**src/common/csp_consts.svh**
```systemverilog
// Constants for the codec control serial port: layout, register fields and timing
`ifndef CSP_CONSTS_SVH
`define CSP_CONSTS_SVH

// Frame layout: {read flag, 3 spare, reg_addr_field[3:0], reg_data_field[7:0]}
`define CSP_REG_COUNT 16
`define CSP_BYTE_BITS 8
`define CSP_FRAME_BITS 16
`define CSP_READ_BIT 7
`define CSP_ADDR_BITS 4
`define CSP_REG_RESET 8'h00

// Byte registers and bits that steer logic outside the port
`define CSP_REG_CFG_ZERO 4'h0
`define CSP_REG_CFG_TWO 4'h2
`define CSP_CFG0_EXT_SEQ_BIT 7
`define CSP_CFG0_PUMP_EN_BIT 2
`define CSP_CFG2_HALF_SUPPLY_BIT 7

// Timing: host clock rate limit and the analog sequencing clock divider
`define CSP_SYS_CLK_HZ 100000000
`define CSP_CLK_MAX_HZ 4096000
`define CSP_CLK_PERIOD_CYC ((`CSP_SYS_CLK_HZ + `CSP_CLK_MAX_HZ - 1) / `CSP_CLK_MAX_HZ)
`define CSP_HALF_CYC ((`CSP_CLK_PERIOD_CYC + 1) / 2)
`define CSP_MCLK_HZ 20480000
`define CSP_SEQ_HZ 256000
`define CSP_SEQ_DIV (`CSP_MCLK_HZ / `CSP_SEQ_HZ)

`endif

```
**src/common/csp_if.sv**
```systemverilog
// Four-wire control serial port between the host and the codec
interface csp_if;
  logic port_select_n;
  logic ctrl_port_clock;
  logic ctrl_serial_in;
  logic ctrl_serial_out;

  modport dev (
    input port_select_n,
    input ctrl_port_clock,
    input ctrl_serial_in,
    output ctrl_serial_out
  );

  modport host (
    output port_select_n,
    output ctrl_port_clock,
    output ctrl_serial_in,
    input ctrl_serial_out
  );
endinterface

```
**src/csp_device.sv**
```systemverilog
// Codec end of the control serial port with its byte registers and power control
//
// What this block does
// RULE1: Exchange data only while select is low.
// RULE2: Host holds select for sixteen clock periods. A split access holds it for eight periods per select.
// RULE3: Sample serial input on rising clock edges.
// RULE4: Change output on falling edges, MSB first.
// RULE5: Static logic, clock from stopped to 4.096 MHz.
// RULE6: Ignore clock edges while select is high.
// RULE7: Ignore input when deselected or sending read data.
// RULE8: Sixteen eight-bit byte registers, zero to fifteen.
// RULE9: Two-byte form: address byte, then data byte.
// RULE10: One 16-bit frame carries address and data.
// RULE11: Full duplex over four signals, one clock.
// RULE12: Power-down input low holds low-power mode.
// RULE13: Power-down rising edge restores power, resets transcoder.
// RULE14: Config zero bit 7 picks external sequencing clock.
// RULE15: Config two bit 7 picks output DC reference.
// RULE16: Divide master clock down to 256 kHz.
// RULE17: Config zero bit 2 enables the charge pump.
// RULE18: Short frames are discarded, counter restarts next select. An eight-bit frame is kept as an address byte.
// RULE19: First byte carries a read flag beside address.
`include "csp_consts.svh"

module csp_device (
  // Clock and reset
  input wire logic sys_clk_i,
  input wire logic reset_i,
  // Control serial port
  csp_if.dev link,
  // Power and clock inputs from the board
  input wire logic powerdown_reset_in_i,
  input wire logic dsp_master_clock_i,
  input wire logic receive_bit_clock_i,
  // Control outputs to the analog and transcoder sections
  output logic low_power_o,
  output logic transcoder_reset_o,
  output logic seq_tick_o,
  output logic ext_seq_clk_sel_o,
  output logic half_supply_ref_o,
  output logic charge_pump_en_o
);

  localparam int SeqDiv = `CSP_SEQ_DIV;

  logic sclk_q;
  logic sel_q;
  logic sclk_rise;
  logic sclk_fall;
  logic sel_fall;
  logic sel_rise;
  logic [4:0] bit_cnt_q;
  logic [7:0] first_q;
  logic [7:0] data_q;
  logic pend_q;
  logic [7:0] pend_byte_q;
  logic [7:0] tx_shift_q;
  logic tx_q;
  logic [7:0] regs_q [`CSP_REG_COUNT];
  logic [7:0] cmd;
  logic is_read;
  logic [3:0] addr;
  logic pdn_q;
  logic mclk_q;
  logic rbclk_q;
  logic [6:0] div_q;
  logic int_tick_q;

  // Pins are synchronous to sys_clk, so one stage is enough to find edges
  always_ff @(posedge sys_clk_i)
  begin
    if (reset_i)
    begin
      sclk_q <= 1'b0;
      sel_q <= 1'b0;
    end
    else
    begin
      sclk_q <= link.ctrl_port_clock;
      sel_q <= ~link.port_select_n;
    end
  end

  // Edges only count while selected; a free-running clock is harmless [RULE6] [RULE5]
  assign sclk_rise = ~link.port_select_n & link.ctrl_port_clock & ~sclk_q; // [RULE3] [RULE1]
  assign sclk_fall = ~link.port_select_n & ~link.ctrl_port_clock & sclk_q; // [RULE4]
  assign sel_fall = ~link.port_select_n & ~sel_q;
  assign sel_rise = link.port_select_n & sel_q;

  // The command byte is the live one, or the one kept from a split transfer
  assign cmd = pend_q ? pend_byte_q : first_q; // [RULE9]
  assign is_read = cmd[`CSP_READ_BIT]; // [RULE19]
  assign addr = cmd[`CSP_ADDR_BITS-1:0];

  // Bit counter: restarts at each select, resumes at eight after an address byte
  always_ff @(posedge sys_clk_i)
  begin
    if (reset_i)
      bit_cnt_q <= 5'h00;
    else if (sel_fall)
      bit_cnt_q <= pend_q ? 5'h08 : 5'h00; // [RULE18] [RULE9]
    else if (sclk_rise && bit_cnt_q != 5'h10)
      bit_cnt_q <= bit_cnt_q + 5'h01; // [RULE2]
  end

  // Input shifter; read data phase and deselect leave it untouched [RULE7]
  always_ff @(posedge sys_clk_i)
  begin
    if (reset_i)
    begin
      first_q <= 8'h00;
      data_q <= 8'h00;
    end
    else if (sclk_rise && bit_cnt_q < 5'h08)
      first_q <= {first_q[6:0], link.ctrl_serial_in}; // [RULE3]
    else if (sclk_rise && bit_cnt_q < 5'h10 && !is_read)
      data_q <= {data_q[6:0], link.ctrl_serial_in}; // [RULE10]
  end

  // Split transfer: a select that ends after exactly eight bits keeps the address
  always_ff @(posedge sys_clk_i)
  begin
    if (reset_i)
    begin
      pend_q <= 1'b0;
      pend_byte_q <= 8'h00;
    end
    else if (sel_rise)
    begin
      pend_q <= (bit_cnt_q == 5'h08) && !pend_q; // [RULE9] [RULE18]
      pend_byte_q <= first_q;
    end
  end

  // Register file; a write lands only when the full sixteenth bit arrives
  always_ff @(posedge sys_clk_i)
  begin
    if (reset_i)
    begin
      for (int i = 0; i < `CSP_REG_COUNT; i++)
        regs_q[i] <= `CSP_REG_RESET; // [RULE8]
    end
    else if (sclk_rise && bit_cnt_q == 5'h0F && !is_read)
      regs_q[addr] <= {data_q[6:0], link.ctrl_serial_in}; // [RULE8] [RULE18]
  end

  // Read data: loaded at the address boundary, moved out on falling edges
  always_ff @(posedge sys_clk_i)
  begin
    if (reset_i)
    begin
      tx_shift_q <= 8'h00;
      tx_q <= 1'b0;
    end
    else if (sel_fall && pend_q && pend_byte_q[`CSP_READ_BIT])
    begin
      // Second select of a split read: first bit must be up before any rising edge
      tx_q <= regs_q[pend_byte_q[`CSP_ADDR_BITS-1:0]][7]; // [RULE4]
      tx_shift_q <= {regs_q[pend_byte_q[`CSP_ADDR_BITS-1:0]][6:0], 1'b0};
    end
    else if (sclk_rise && bit_cnt_q == 5'h07 && first_q[6])
      tx_shift_q <= regs_q[{first_q[2:0], link.ctrl_serial_in}]; // [RULE10] [RULE19]
    else if (sclk_fall && bit_cnt_q >= 5'h08 && is_read)
    begin
      tx_q <= tx_shift_q[7]; // [RULE4] [RULE11]
      tx_shift_q <= {tx_shift_q[6:0], 1'b0};
    end
    else if (link.port_select_n)
      tx_q <= 1'b0; // [RULE1]
  end

  assign link.ctrl_serial_out = tx_q;

  // Power-down level and the rising edge that resets the transcoder
  always_ff @(posedge sys_clk_i)
  begin
    if (reset_i)
    begin
      pdn_q <= 1'b0;
      low_power_o <= 1'b1;
      transcoder_reset_o <= 1'b0;
    end
    else
    begin
      pdn_q <= powerdown_reset_in_i;
      low_power_o <= ~powerdown_reset_in_i; // [RULE12]
      transcoder_reset_o <= powerdown_reset_in_i & ~pdn_q; // [RULE13]
    end
  end

  // Master clock divider; an off-multiple master clock drifts, not breaks
  always_ff @(posedge sys_clk_i)
  begin
    if (reset_i)
    begin
      mclk_q <= 1'b0;
      rbclk_q <= 1'b0;
      div_q <= 7'h00;
      int_tick_q <= 1'b0;
    end
    else
    begin
      mclk_q <= dsp_master_clock_i;
      rbclk_q <= receive_bit_clock_i;
      int_tick_q <= 1'b0;
      if (dsp_master_clock_i && !mclk_q)
      begin
        if (div_q == 7'(SeqDiv - 1))
        begin
          div_q <= 7'h00;
          int_tick_q <= 1'b1; // [RULE16]
        end
        else
          div_q <= div_q + 7'h01;
      end
    end
  end

  // Sequencing tick source and the static configuration outputs
  always_ff @(posedge sys_clk_i)
  begin
    if (reset_i)
      seq_tick_o <= 1'b0;
    else if (regs_q[`CSP_REG_CFG_ZERO][`CSP_CFG0_EXT_SEQ_BIT])
      seq_tick_o <= receive_bit_clock_i & ~rbclk_q; // [RULE14]
    else
      seq_tick_o <= int_tick_q; // [RULE16]
  end

  assign ext_seq_clk_sel_o = regs_q[`CSP_REG_CFG_ZERO][`CSP_CFG0_EXT_SEQ_BIT]; // [RULE14]
  assign half_supply_ref_o = regs_q[`CSP_REG_CFG_TWO][`CSP_CFG2_HALF_SUPPLY_BIT]; // [RULE15]
  assign charge_pump_en_o = regs_q[`CSP_REG_CFG_ZERO][`CSP_CFG0_PUMP_EN_BIT]; // [RULE17]

endmodule // csp_device

```
**src/flat_wrapper.sv**
```systemverilog
// flat-port wrapper written by rule: the top's interface ports become plain ports
module csp_device_flat 
  (sys_clk_i, reset_i, powerdown_reset_in_i, dsp_master_clock_i, receive_bit_clock_i, low_power_o, transcoder_reset_o, seq_tick_o, ext_seq_clk_sel_o, half_supply_ref_o, charge_pump_en_o, link_port_select_n, link_ctrl_port_clock, link_ctrl_serial_in, link_ctrl_serial_out);
  csp_if link_i ();
  input wire logic sys_clk_i;
  input wire logic reset_i;
  input wire logic powerdown_reset_in_i;
  input wire logic dsp_master_clock_i;
  input wire logic receive_bit_clock_i;
  output logic low_power_o;
  output logic transcoder_reset_o;
  output logic seq_tick_o;
  output logic ext_seq_clk_sel_o;
  output logic half_supply_ref_o;
  output logic charge_pump_en_o;
  input wire logic [$bits(link_i.port_select_n)-1:0] link_port_select_n;
  input wire logic [$bits(link_i.ctrl_port_clock)-1:0] link_ctrl_port_clock;
  input wire logic [$bits(link_i.ctrl_serial_in)-1:0] link_ctrl_serial_in;
  output wire logic [$bits(link_i.ctrl_serial_out)-1:0] link_ctrl_serial_out;
  assign link_i.port_select_n = link_port_select_n;
  assign link_i.ctrl_port_clock = link_ctrl_port_clock;
  assign link_i.ctrl_serial_in = link_ctrl_serial_in;
  assign link_ctrl_serial_out = link_i.ctrl_serial_out;
  csp_device u_core (.sys_clk_i(sys_clk_i), .reset_i(reset_i), .link(link_i), .powerdown_reset_in_i(powerdown_reset_in_i), .dsp_master_clock_i(dsp_master_clock_i), .receive_bit_clock_i(receive_bit_clock_i), .low_power_o(low_power_o), .transcoder_reset_o(transcoder_reset_o), .seq_tick_o(seq_tick_o), .ext_seq_clk_sel_o(ext_seq_clk_sel_o), .half_supply_ref_o(half_supply_ref_o), .charge_pump_en_o(charge_pump_en_o));
endmodule
```
**config.mk**
```make
export PLATFORM = sky130hd
export DESIGN_NAME = csp_device_flat
export DESIGN_NICKNAME = d
export VERILOG_FILES = /design/src/common/csp_if.sv /design/src/csp_device.sv /design/src/flat_wrapper.sv
export VERILOG_INCLUDE_DIRS = /design/src /design/src/common
export SDC_FILE = /design/constraint.sdc
export NUM_CORES = 1
export LEC_CHECK = 0
export BUFFER_PORTS_ARGS = -buffer_cell sky130_fd_sc_hd__buf_2
export CAP_MARGIN = 20
export CORE_MARGIN = 4
export CORE_UTILIZATION = 57
export DETAILED_ROUTE_END_ITERATION = 10
export GPL_ROUTABILITY_DRIVEN = 0
export PLACE_DENSITY_LB_ADDON = 0.05
export SYNTH_ARGS = -nofsm -noshare
export SYNTH_HDL_FRONTEND = slang
export SYNTH_SLANG_ARGS = --single-unit
export TNS_END_PERCENT = 30
```
**constraint.sdc**
```tcl
create_clock -name sys_clk_i -period 4.6 [get_ports sys_clk_i]
set_clock_uncertainty 0.1 [all_clocks]
set_input_delay 0.23 -clock sys_clk_i [delete_from_list [all_inputs] [get_ports sys_clk_i]]
set_output_delay 0.23 -clock sys_clk_i [all_outputs]
set_load 0.005 [all_outputs]
```
Yosys cells after proc, flatten, opt, wreduce, memory -nomap -nowiden
Memories as Yosys holds them, arrays and structs flattened. A register that Yosys moved wholly into a read port is not among the register bits.
Cells that the tools add are included.
{"block": "totals", "out_inout_bits": 7, "input_bits": 8, "mem_bits_rw": 128, "mem_count": 1, "regBits": 54}
{"memory": "u_core.regs_q", "words": 16, "word_bits": 8, "read_ports": 4, "rd_ports_with_merged_regs": 1, "wr": 16, "line": "csp_device.sv:59", "rtl": "logic [7:0] regs_q [`CSP_REG_COUNT];"}
{"block": "classes", "reduce_logical": 26, "mux": 24, "eq_ne": 6, "order_cmp": 3, "addsub": 2, "bitwise": 17}
{"cell": "8-bit two-way mux", "n": 5}
{"cell": "4-bit two-way mux", "n": 4}
{"cell": "1-bit logical AND", "n": 14}
{"cell": "1-bit two-way mux", "n": 12}
{"cell": "5-bit by 4-bit equality test with 1-bit output (second input constant)", "n": 2}
{"cell": "5-bit two-way mux", "n": 2}
{"cell": "1-bit inverter", "n": 9}
{"cell": "1-bit AND", "n": 8}
{"cell": "8-bit OR reduction", "n": 1}
{"cell": "7-bit by 1-bit adder with 7-bit output (second input constant)", "n": 1}
{"cell": "7-bit equality test (second input constant)", "n": 1}
{"cell": "7-bit two-way mux", "n": 1}
{"cell": "3-bit nonzero test", "n": 2}
{"cell": "5-bit by 1-bit adder with 5-bit output (second input constant)", "n": 1}
{"cell": "5-bit by 3-bit equality test with 1-bit output (second input constant)", "n": 1}
{"cell": "5-bit by 4-bit >= comparator with 1-bit output (second input constant)", "n": 1}
{"cell": "5-bit by 4-bit < comparator with 1-bit output (second input constant)", "n": 1}
{"cell": "5-bit < comparator (second input constant)", "n": 1}
{"cell": "5-bit != test (second input constant)", "n": 1}
{"cell": "2-bit AND reduction", "n": 2}
{"cell": "2-bit nonzero test", "n": 2}
{"cell": "2-bit OR reduction", "n": 2}
{"cell": "1-bit logical NOT", "n": 3}
{"cell": "2-bit by 1-bit != test with 1-bit output (second input constant)", "n": 1}

Depth between registers and ports, before layout
Gate-level depths: netlist of the first run.
{"block": "depth", "depth_word": 10, "mapped_depth": 8, "depth_no_buf": 8}

Worst setup path after synthesis of the first run
OpenSTA, ideal clock, no wires.
{"block": "synth_path", "kind": "reg2reg", "from": "reg u_core.bit_cnt_q[0]", "to": "mem u_core.regs_q[9][0], enable pin", "slack_ns": 1.976, "period_less_slack_ns": 2.624, "setup_time_ns": 0.384, "stages_incl_launch_ff": 8, "required_ns": 4.116, "t_arrival_ns": 2.140, "path_buffers": 0, "path_cell_list": "dfxtp_1 > ha_1 > and3_1 > ha_1 > nand2b_1 > nor4b_4 > nand2_4 > o21ai_0"}
{"item": "start: declaration", "line": "csp_device.sv:52", "rtl": "logic [4:0] bit_cnt_q;"}
{"item": "start signal: assignment", "line": "csp_device.sv:101", "rtl": "bit_cnt_q <= pend_q ? 5'h08 : 5'h00;"}
{"item": "start signal: assignment", "line": "csp_device.sv:103", "rtl": "bit_cnt_q <= bit_cnt_q + 5'h01;"}
{"item": "end: declaration", "line": "csp_device.sv:59"}

==> flow_summary.yaml, run 1 <==
critical_path:
  worst_ep_arrival_time_ns: 2.96
  critical_path_buf_inv_count: 0
  worstSetupPathType: "reg2reg"
  cp_slowest_cell: "o21ai_0"
  cp_cell_sequence: "mux2_2, nor4_4, nand2_2, o21ai_0"
  cpPeakStageDelay_ns: 0.85
  worstPathRequired_ns: 4.56
  crit_fanout: 16
  path_delay_family: "compound AO/OA/AOI/OAI gates"
  r2r_setup_slack_ns: 1.60
  endpoint_kind: "register"
  cp-start-kind: "register"
floorplan:
  die_y_um: 136
  core_area_um2: 15900
  dieArea_um2: 18400
  die_x_um: 136
  num_rows: 46
  io_pins: 15
  initial_core_util: 0.584
cells_and_area:
  final_layout_size_suffix_gt1_frac: 0.244
  area_delta_synth_final_pct: 10.2
  insertedDiodeCount: 0
  fillers: 1212
  nets: 721
  final_util: 0.643
logic_synthesis:
  yosysUniqueCellTypes: 57
  synth_ff_type: "edfxtp_1"
  synth_mux_area_frac: 0.196
  synth_top_area_share: 0.413
  synth-seq-cells: 183
  synth-simple-area-share: 0.181
  yosysMostFrequentCell: "and2_1"
  yosys.area.top_type: "edfxtp_1"
  syn_nets: 708
  synthesis.area_um2: 9310
  netlist_instances: 696
  synth_compound_area_frac: 0.0522
  yosysWarnings: 0
  synth_edf_count: 128
  synth_commonest_cells: "131 x and2_1, 128 x edfxtp_1, 59 x mux4_2"
  synth.top_cells.by_area: "edfxtp_1 41%, mux4_2 14%, dfxtp_1 12%"
  synthArstFlopShare: 0
  synthXorXnorAreaFrac: 0.00659
  synth_top_family_by_area: "multiplexers"
  ys_seq_area_frac: 0.531
  yosys.area_share.adder: 0.00538
  syn_avg_cell_area_um2: 13.4
global_route:
  grt.overflow.total: 0
  grt_start_max_net_pins: 37
  track_usage: 0.270
  grt_pass1_vias: 5968
  grt_antenna_before_repair: 0
  grt_pass1_wl_mm: 36.0
cts:
  cts-root-buf: "clkbuf_16"
  clk_latency_ns: 0.44
  cts_tree: "done"
  numCtsBuffers: 17
  clkTransAtPathRegs_ns: 0.07
  htreeDepth: 4
  cts.sinks: 183
  cts-resized-gates: 0
  cts.path.max_buffers: 2
routing:
  drtIter0Drc: 713
  viasPerCell: 6.34
  first_pass_iters: 5
  drt_wl_total_mm: 23.3
  wl_per_cell_um: 24.8
  vias: 5950
  antenna_left: 0
  drc: 0
power_and_ir_drop:
  leakage_uw: 0.00351
  powerDensity_nw_per_um2: 342
  max-vdd-ir-drop_v: 0.000276
  power_uw: 3510
min_path:
  hp-class: "in2reg"
timing:
  fin_crit_sh: 0.653
  post-route-min-period_ns: 3.00
  tns_ns: 0
  hold_viol: 0
  slew_headroom: 0.309
  slew_viol_final: 0
  rsz0062_at_grt: "no"
  fmax_mhz: 333
  worstMarginPinSlew_ns: 1.03
  setup_viol: 0
  worst_hold_slack_ns: 0.0174
place:
  dpl.hpwl_mm: 16.1
  numPortBuffers: 14
job:
  drv_cap: 0
run_status:
  status: "completed"
-- repair_timing --
item,in CTS,in global routing
endpoints found under the hold margin,7,0
hold buffers,4,0
buffers inserted,0,0
-- flip-flops by register name, summed over array words and instances (netlist names), named ones only --
name / flops
u_core.seq_tick_o: 1
u_core.first_q: 8
u_core.div_q: 7
u_core.pend_q: 1
u_core.bit_cnt_q: 5
u_core.transcoder_reset_o: 1
u_core.pdn_q: 1
u_core.int_tick_q: 1
u_core.mclk_q: 1
u_core.link.ctrl_serial_out: 1
u_core.tx_shift_q: 8
u_core.rbclk_q: 1
u_core.regs_q: 128
u_core.low_power_o: 1
u_core.sel_q: 1
u_core.sclk_q: 1
u_core.pend_byte_q: 5
u_core.data_q: 7
-- routing by layer --
metal	global-route usage	wire length [um]	share of wire
met1	0.372	9600	0.41
met2	0.422	11200	0.48
met3	0.0758	1910	0.082
met4	0.0829	595	0.026
met5	0	0	0
-- final timing paths --
check | from | endpoint | depth (start not counted)
hold / removal | link_port_select_n | u_core.sel_q | 2
setup / recovery | u_core.pend_q | u_core.regs_q[12][3] | 4
setup reg to reg | u_core.pend_q | u_core.regs_q[12][3] | 4
hold reg to reg | u_core.pdn_q | u_core.transcoder_reset_o | 1
-- power by group --
part | internal (uW) | total (uW) | switching (uW)
clock network | 738 | 1470 | 729
logic | 87.0 | 186 | 98.7
registers | 1810 | 1850 | 41.9
total | 2640 | 3510 | 870
-- cell usage in the layout, fill, tap and decap left out, types with 9 or more instances in the layout --
master	netlist	routed
o21ai_0	22	22
dfxtp_1	55	53
and2_1	131	131
buf_2	15	17
mux2i_1	14	14
a21oi_1	19	19
clkbuf_16	0	17
edfxtp_1	128	128
nor2_1	28	28
nor2b_1	9	9
nand2_1	38	38
mux2_2	16	16
inv_1	10	10
nand4_1	10	10
nand3_1	16	16
nor2_2	9	9
mux4_2	59	59
buf_4	4	15
-- per-stage QoR --
step / std cells / worst slack, ns / cell area [um2]
finish: 938 / 1.60 / 10300
global route: 938 / 1.39 / 10300
CTS: 932 / 1.40 / 10200
detailed placement: 896 / 1.44 / 9540
global placement: 896 / 1.59 / 9540
floorplan: 696 / 1.98 / 9310
-- cells by family after synthesis --
kind of cell             count (synthesis)
AND/OR/NAND/NOR                        280
flip-flops                             183
multiplexers                            96
AO/OA/AOI/OAI                           71
buffers and inverters                   55
XOR/XNOR                                 7
adder cells (fa/ha/maj)                  4
-- cell type report --
type / count / area (um2) / share of cell area
clock inverter: 15 / 181 / 0.0177
tap: 216 / 270 / 0.0264
sequential: 183 / 4950 / 0.482
clock buffer: 17 / 425 / 0.0415
multi-input combinational: 458 / 4100 / 0.400
timing repair buffer: 39 / 293 / 0.0286
inverter: 10 / 37.5 / 0.00366
Power figures use the tool's default switching activity.
==> inputs of run 2 (changes only) <==
ABC_AREA = 1   (was default)
clock period = 3.1 ns   (was 4.6 ns; I/O delays follow)
==> flow_summary.yaml, run 2 <==
power_and_ir_drop:
  max-vdd-ir-drop_v: 0.000446
  swShare: 0.255
  leakage_uw: 0.00426
  seq_power_share: 0.515
  switching_power_uw: 1350
  powerDensity_nw_per_um2: 510
  clkPwrFrac: 0.384
  power_uw: 5310
  combPwrFrac: 0.102
  intPower_uw: 3950
place:
  dp_cells: 1432
  dpl-instance-area_um2: 9830
  dpl.hpwl_mm: 17.5
  numPortBuffers: 14
  place_ws_ns: 0.569
cells_and_area:
  insertedDiodeCount: 0
  regMostFlops: "u_core.regs_q"
  reg_top3: "u_core.regs_q: 128 flops, u_core.first_q: 8 flops, u_core.tx_shift_q: 8 flops"
  stdcell_count: 1469
  fin_area_um2: 10400
  final_common_cell: "nand2_1"
  nets: 1252
  most-common-layout-cells: "275 x nand2_1, 207 x nor2_1, 181 x nand3_1, 147 x inv_1, 128 x edfxtp_1"
  fillers: 1436
  final_layout_size_suffix_gt1_frac: 0.0638
  area_delta_synth_final_pct: 9.76
  largest_reg_flops: 128
floorplan:
  core_area_um2: 16100
  die_x_um: 137
  num_rows: 46
  dieArea_um2: 18800
  die_y_um: 137
  io_pins: 15
  initial_core_util: 0.589
logic_synthesis:
  synthesis.area_um2: 9490
  synth_ff_type: "edfxtp_1"
  yosysWarnings: 0
  netlist_instances: 1239
  synthArstFlopShare: 0
  syn_avg_cell_area_um2: 7.66
  synth_top_area_share: 0.405
  ys_seq_area_frac: 0.521
  synth_edf_count: 128
  yosys.area.top_type: "edfxtp_1"
  yosysUniqueCellTypes: 24
  synth.top_cells.by_area: "edfxtp_1 41%, dfxtp_1 12%, nand2_1 11%"
  synth_commonest_cells: "275 x nand2_1, 207 x nor2_1, 181 x nand3_1"
  syn_nets: 1251
  synth-seq-cells: 183
  yosysMostFrequentCell: "nand2_1"
global_route:
  grt.overflow.total: 0
  track_usage: 0.295
  grt_pass1_vias: 7637
  grt_pass1_wl_mm: 41.4
  grt_antenna_before_repair: 0
  grt_start_max_net_pins: 101
routing:
  wl_met2_mm: 11.9
  vias: 8487
  antenna_left: 0
  drc: 0
  drtIter0Drc: 1335
  wl_per_cell_um: 18.3
  viasPerCell: 5.78
  top_layer_used: "met4"
  met3WireLength_mm: 2.66
  wl_met1_mm: 11.4
  drt_wl_total_mm: 26.8
  first_pass_iters: 8
cts:
  cts-root-buf: "clkbuf_16"
  clk_latency_ns: 0.44
  clkTransAtPathRegs_ns: 0.07
  numCtsBuffers: 17
  cts-resized-gates: 0
  cts.path.max_buffers: 2
  htreeDepth: 4
  cts.sinks: 183
  cts_tree: "done"
critical_path:
  crit_path_end: "u_core.regs_q[12][0]"
  r2r_setup_slack_ns: 0.48
  worstSetupPathType: "reg2reg"
  endpoint_kind: "register"
  crit_start: "u_core.bit_cnt_q[1]"
  crit_fanout: 9
  rr_endpoint: "u_core.regs_q[12][0]"
  rr_worst_depth: 8
  worstPathRequired_ns: 3.10
  worst_ep_arrival_time_ns: 2.62
  r2r_start: "u_core.bit_cnt_q[1]"
  cp-start-kind: "register"
timing:
  fin_ws_ns: 0.482
  slew_headroom: 0.386
  worstMarginPinSlew_ns: 0.916
  fmax_mhz: 382
  rsz0062_at_grt: "no"
  setup_viol: 0
  slew_viol_final: 0
  hold_viol: 0
  post-route-min-period_ns: 2.62
  fin_crit_sh: 0.845
  tns_ns: 0
min_path:
  hold_depth: 2
  hp-class: "in2reg"
run_status:
  status: "completed"
job:
  drv_cap: 0
==> run 2: cell count changes after synthesis, moves of 44 or more <==
cell	delta
and2_1	-131
mux4_2	-59
nand2_1	+237
a21oi_1	+44
inv_1	+137
nor2_1	+179
nand3_1	+165
==> run 2: worst min path at each step <==
stage,startpoint,end,slack [ns]
floorplan,link_port_select_n,u_core.sel_q,0.14
global placement,u_core.pdn_q,u_core.transcoder_reset_o,0.27
detailed placement,u_core.pdn_q,u_core.transcoder_reset_o,0.28
CTS,reset_i,u_core.mclk_q,0.002
global route,reset_i,u_core.mclk_q,0.02
finish,reset_i,u_core.mclk_q,0.02
==> run 2: power groups by stage <==
stage	Sequential (uW)	Combinational, uW	Clock, uW
2_1_floorplan	2760	373	0
3_3_place_gp	2780	516	0
3_5_place_dp	2780	519	0
4_1_cts	2730	527	2060
5_1_grt	2740	592	2160
6_report	2730	540	2040
==> run 2: kinds of logic after synthesis <==
kind of cell	share of synthesized area
and+or+nand+nor	0.300
AOI/OAI and AO/OA	0.0809
DFF	0.521
adders and majority gates	0.00527
xor gates and xnor gates	0.00185
buffers and inverters	0.0907
==> run 2: worst max-delay path, cell delays in order, from the launching register on <==
cell     delay, ns
dfxtp_1       0.39
ha_1          0.20
nand2_1       0.10
nor2_1        0.11
ha_1          0.16
nand4_1       0.26
nor3_4        0.36
nand2_1       0.28
nand2_1       0.34
==> run 2: per-stage QoR <==
step	utilization	hold WS [ns]
floorplan	-	0.139
global placement	0.610	0.273
detailed placement	0.610	0.279
CTS	0.646	0.00219
global route	0.646	0.0225
finish	0.646	0.0209
==> run 2: layout make-up <==
type                       count  area [um2]  area share
multi-input combinational    827        3680       0.354
clock inverter                10        96.3     0.00925
clock buffer                  22         444      0.0426
sequential                   183        4950       0.475
tap                          216         270      0.0259
timing repair buffer          48         363      0.0348
inverter                     163         612      0.0587
==> run 2: repair_timing <==
action / CTS / global route
buffers inserted: 0 / 0
hold buffers: 5 / 0
endpoints found under the hold margin: 10 / 0
==> run 2: layer usage <==
metal	global-route usage	up-vias
met5	0	-
met4	0.114	0
met3	0.0673	64
met2	0.440	477
met1	0.421	3924
li1	-	4022
==> inputs of run 3 (changes only) <==
clock period = 2.55 ns   (was 3.1 ns; I/O delays follow)
==> flow_summary.yaml, run 3 (same netlist as run 2, synthesis figures left out) <==
run_status:
  status: "completed"
cts:
  cts_tree: "done"
  cts_setup_buffers: 0
  numCtsBuffers: 17
  cts.path.max_buffers: 2
  cts.sinks: 183
  htreeDepth: 4
  clk_latency_ns: 0.44
  clkTransAtPathRegs_ns: 0.07
  cts-root-buf: "clkbuf_16"
global_route:
  track_usage: 0.293
  grt_pass1_vias: 7588
  grt.overflow.total: 0
  grt_pass1_wl_mm: 41.2
  grt_antenna_before_repair: 0
  grt_start_max_net_pins: 81
routing:
  viasPerCell: 5.70
  wl_per_cell_um: 18.1
  drc: 0
  vias: 8462
  antenna_left: 0
  drtIter0Drc: 1195
  drt_wl_total_mm: 26.8
  first_pass_iters: 6
critical_path:
  cp-start-kind: "register"
  worst_ep_arrival_time_ns: 2.42
  endpoint_kind: "register"
  crit_fanout: 8
  worstPathRequired_ns: 2.56
  worstSetupPathType: "reg2reg"
  r2r_setup_slack_ns: 0.14
timing:
  fmax_mhz: 415
  hold_viol: 0
  fin_crit_sh: 0.946
  worstMarginPinSlew_ns: 0.839
  rsz0062_at_grt: "no"
  tns_ns: 0
  post-route-min-period_ns: 2.41
  setup_viol: 0
  slew_viol_final: 0
  slew_headroom: 0.437
  fin_ws_ns: 0.139
  worst_hold_slack_ns: 0.226
cells_and_area:
  fillers: 1405
  final_common_cell: "nand2_1"
  area_delta_synth_final_pct: 11.7
  largest_reg_flops: 128
  insertedDiodeCount: 0
  nets: 1268
  reg_top3: "u_core.regs_q: 128 flops, u_core.first_q: 8 flops, u_core.tx_shift_q: 8 flops"
  most-common-layout-cells: "270 x nand2_1, 207 x nor2_1, 181 x nand3_1, 147 x inv_1, 128 x edfxtp_1"
  regMostFlops: "u_core.regs_q"
  final_layout_size_suffix_gt1_frac: 0.0796
  regArea_um2: 4950
  multi_input_comb_area_um2: 3700
  stdcell_count: 1485
floorplan:
  core_area_um2: 16100
  die_x_um: 137
  num_rows: 46
  io_pins: 15
  initial_core_util: 0.589
  die_y_um: 137
  dieArea_um2: 18800
min_path:
  hp-class: "in2reg"
power_and_ir_drop:
  powerDensity_nw_per_um2: 632
  max-vdd-ir-drop_v: 0.000528
  leakage_uw: 0.00435
place:
  numPortBuffers: 14
  dpl.hpwl_mm: 18.4
  dp_cells: 1446
  place_ws_ns: 0.174
job:
  drv_cap: 0
[run 3: report_power, final]
part	total, uW	switching (uW)	internal, uW
combinational	676	480	196
clock	2710	1160	1550
sequential	3320	52.2	3270
[run 3: area by class of cell]
cell class,count,share of cell area
clock buffer,17,0.0401
timing repair buffer,64,0.0449
tap,216,0.0255
multi-input combinational,827,0.349
clock inverter,15,0.0164
inverter,163,0.0577
sequential,183,0.467
[run 3: through the flow]
step / utilization / total power, uW / area [um2]
after floorplan: - / 3810 / 9490
after global placement: 0.615 / 4020 / 9920
after detailed placement: 0.615 / 4030 / 9920
after CTS: 0.657 / 6690 / 10600
after global routing: 0.658 / 6920 / 10600
final: 0.658 / 6700 / 10600
[run 3: final timing paths]
| check | start | to | cells after the start |
|---|---|---|---|
| worst max-delay path | u_core.bit_cnt_q[1] | u_core.regs_q[6][0] | 9 |
| worst min-delay path | link_ctrl_serial_in | u_core.first_q[0] | 4 |
| worst max register to register | u_core.bit_cnt_q[1] | u_core.regs_q[6][0] | 9 |
| worst min register to register | u_core.pdn_q | u_core.transcoder_reset_o | 1 |
[run 3: routing by layer]
metal | share of wire | global-route usage
met2 | 0.45 | 0.445
met4 | 0.034 | 0.115
met5 | 0 | 0
met1 | 0.42 | 0.412
met3 | 0.10 | 0.0658
[run 3: timing repair]
| action | 4_1_cts | 5_1_grt |
|---|---|---|
| resized for setup | 0 | 5 |
| hold buffers | 7 | 0 |
| endpoints found under the hold margin | 9 | 0 |
| endpoints found under the setup margin | 0 | 40 |
[run 3: worst max-delay path, stage by stage (launching register included)]
cell and delay [ns]:
dfxtp_1 0.39, ha_1 0.19, nand2_1 0.08, nor2_1 0.11
ha_1 0.15, nand4_1 0.28, nor3_2 0.19, buf_4 0.21
nand2_1 0.09, nand2_1 0.29
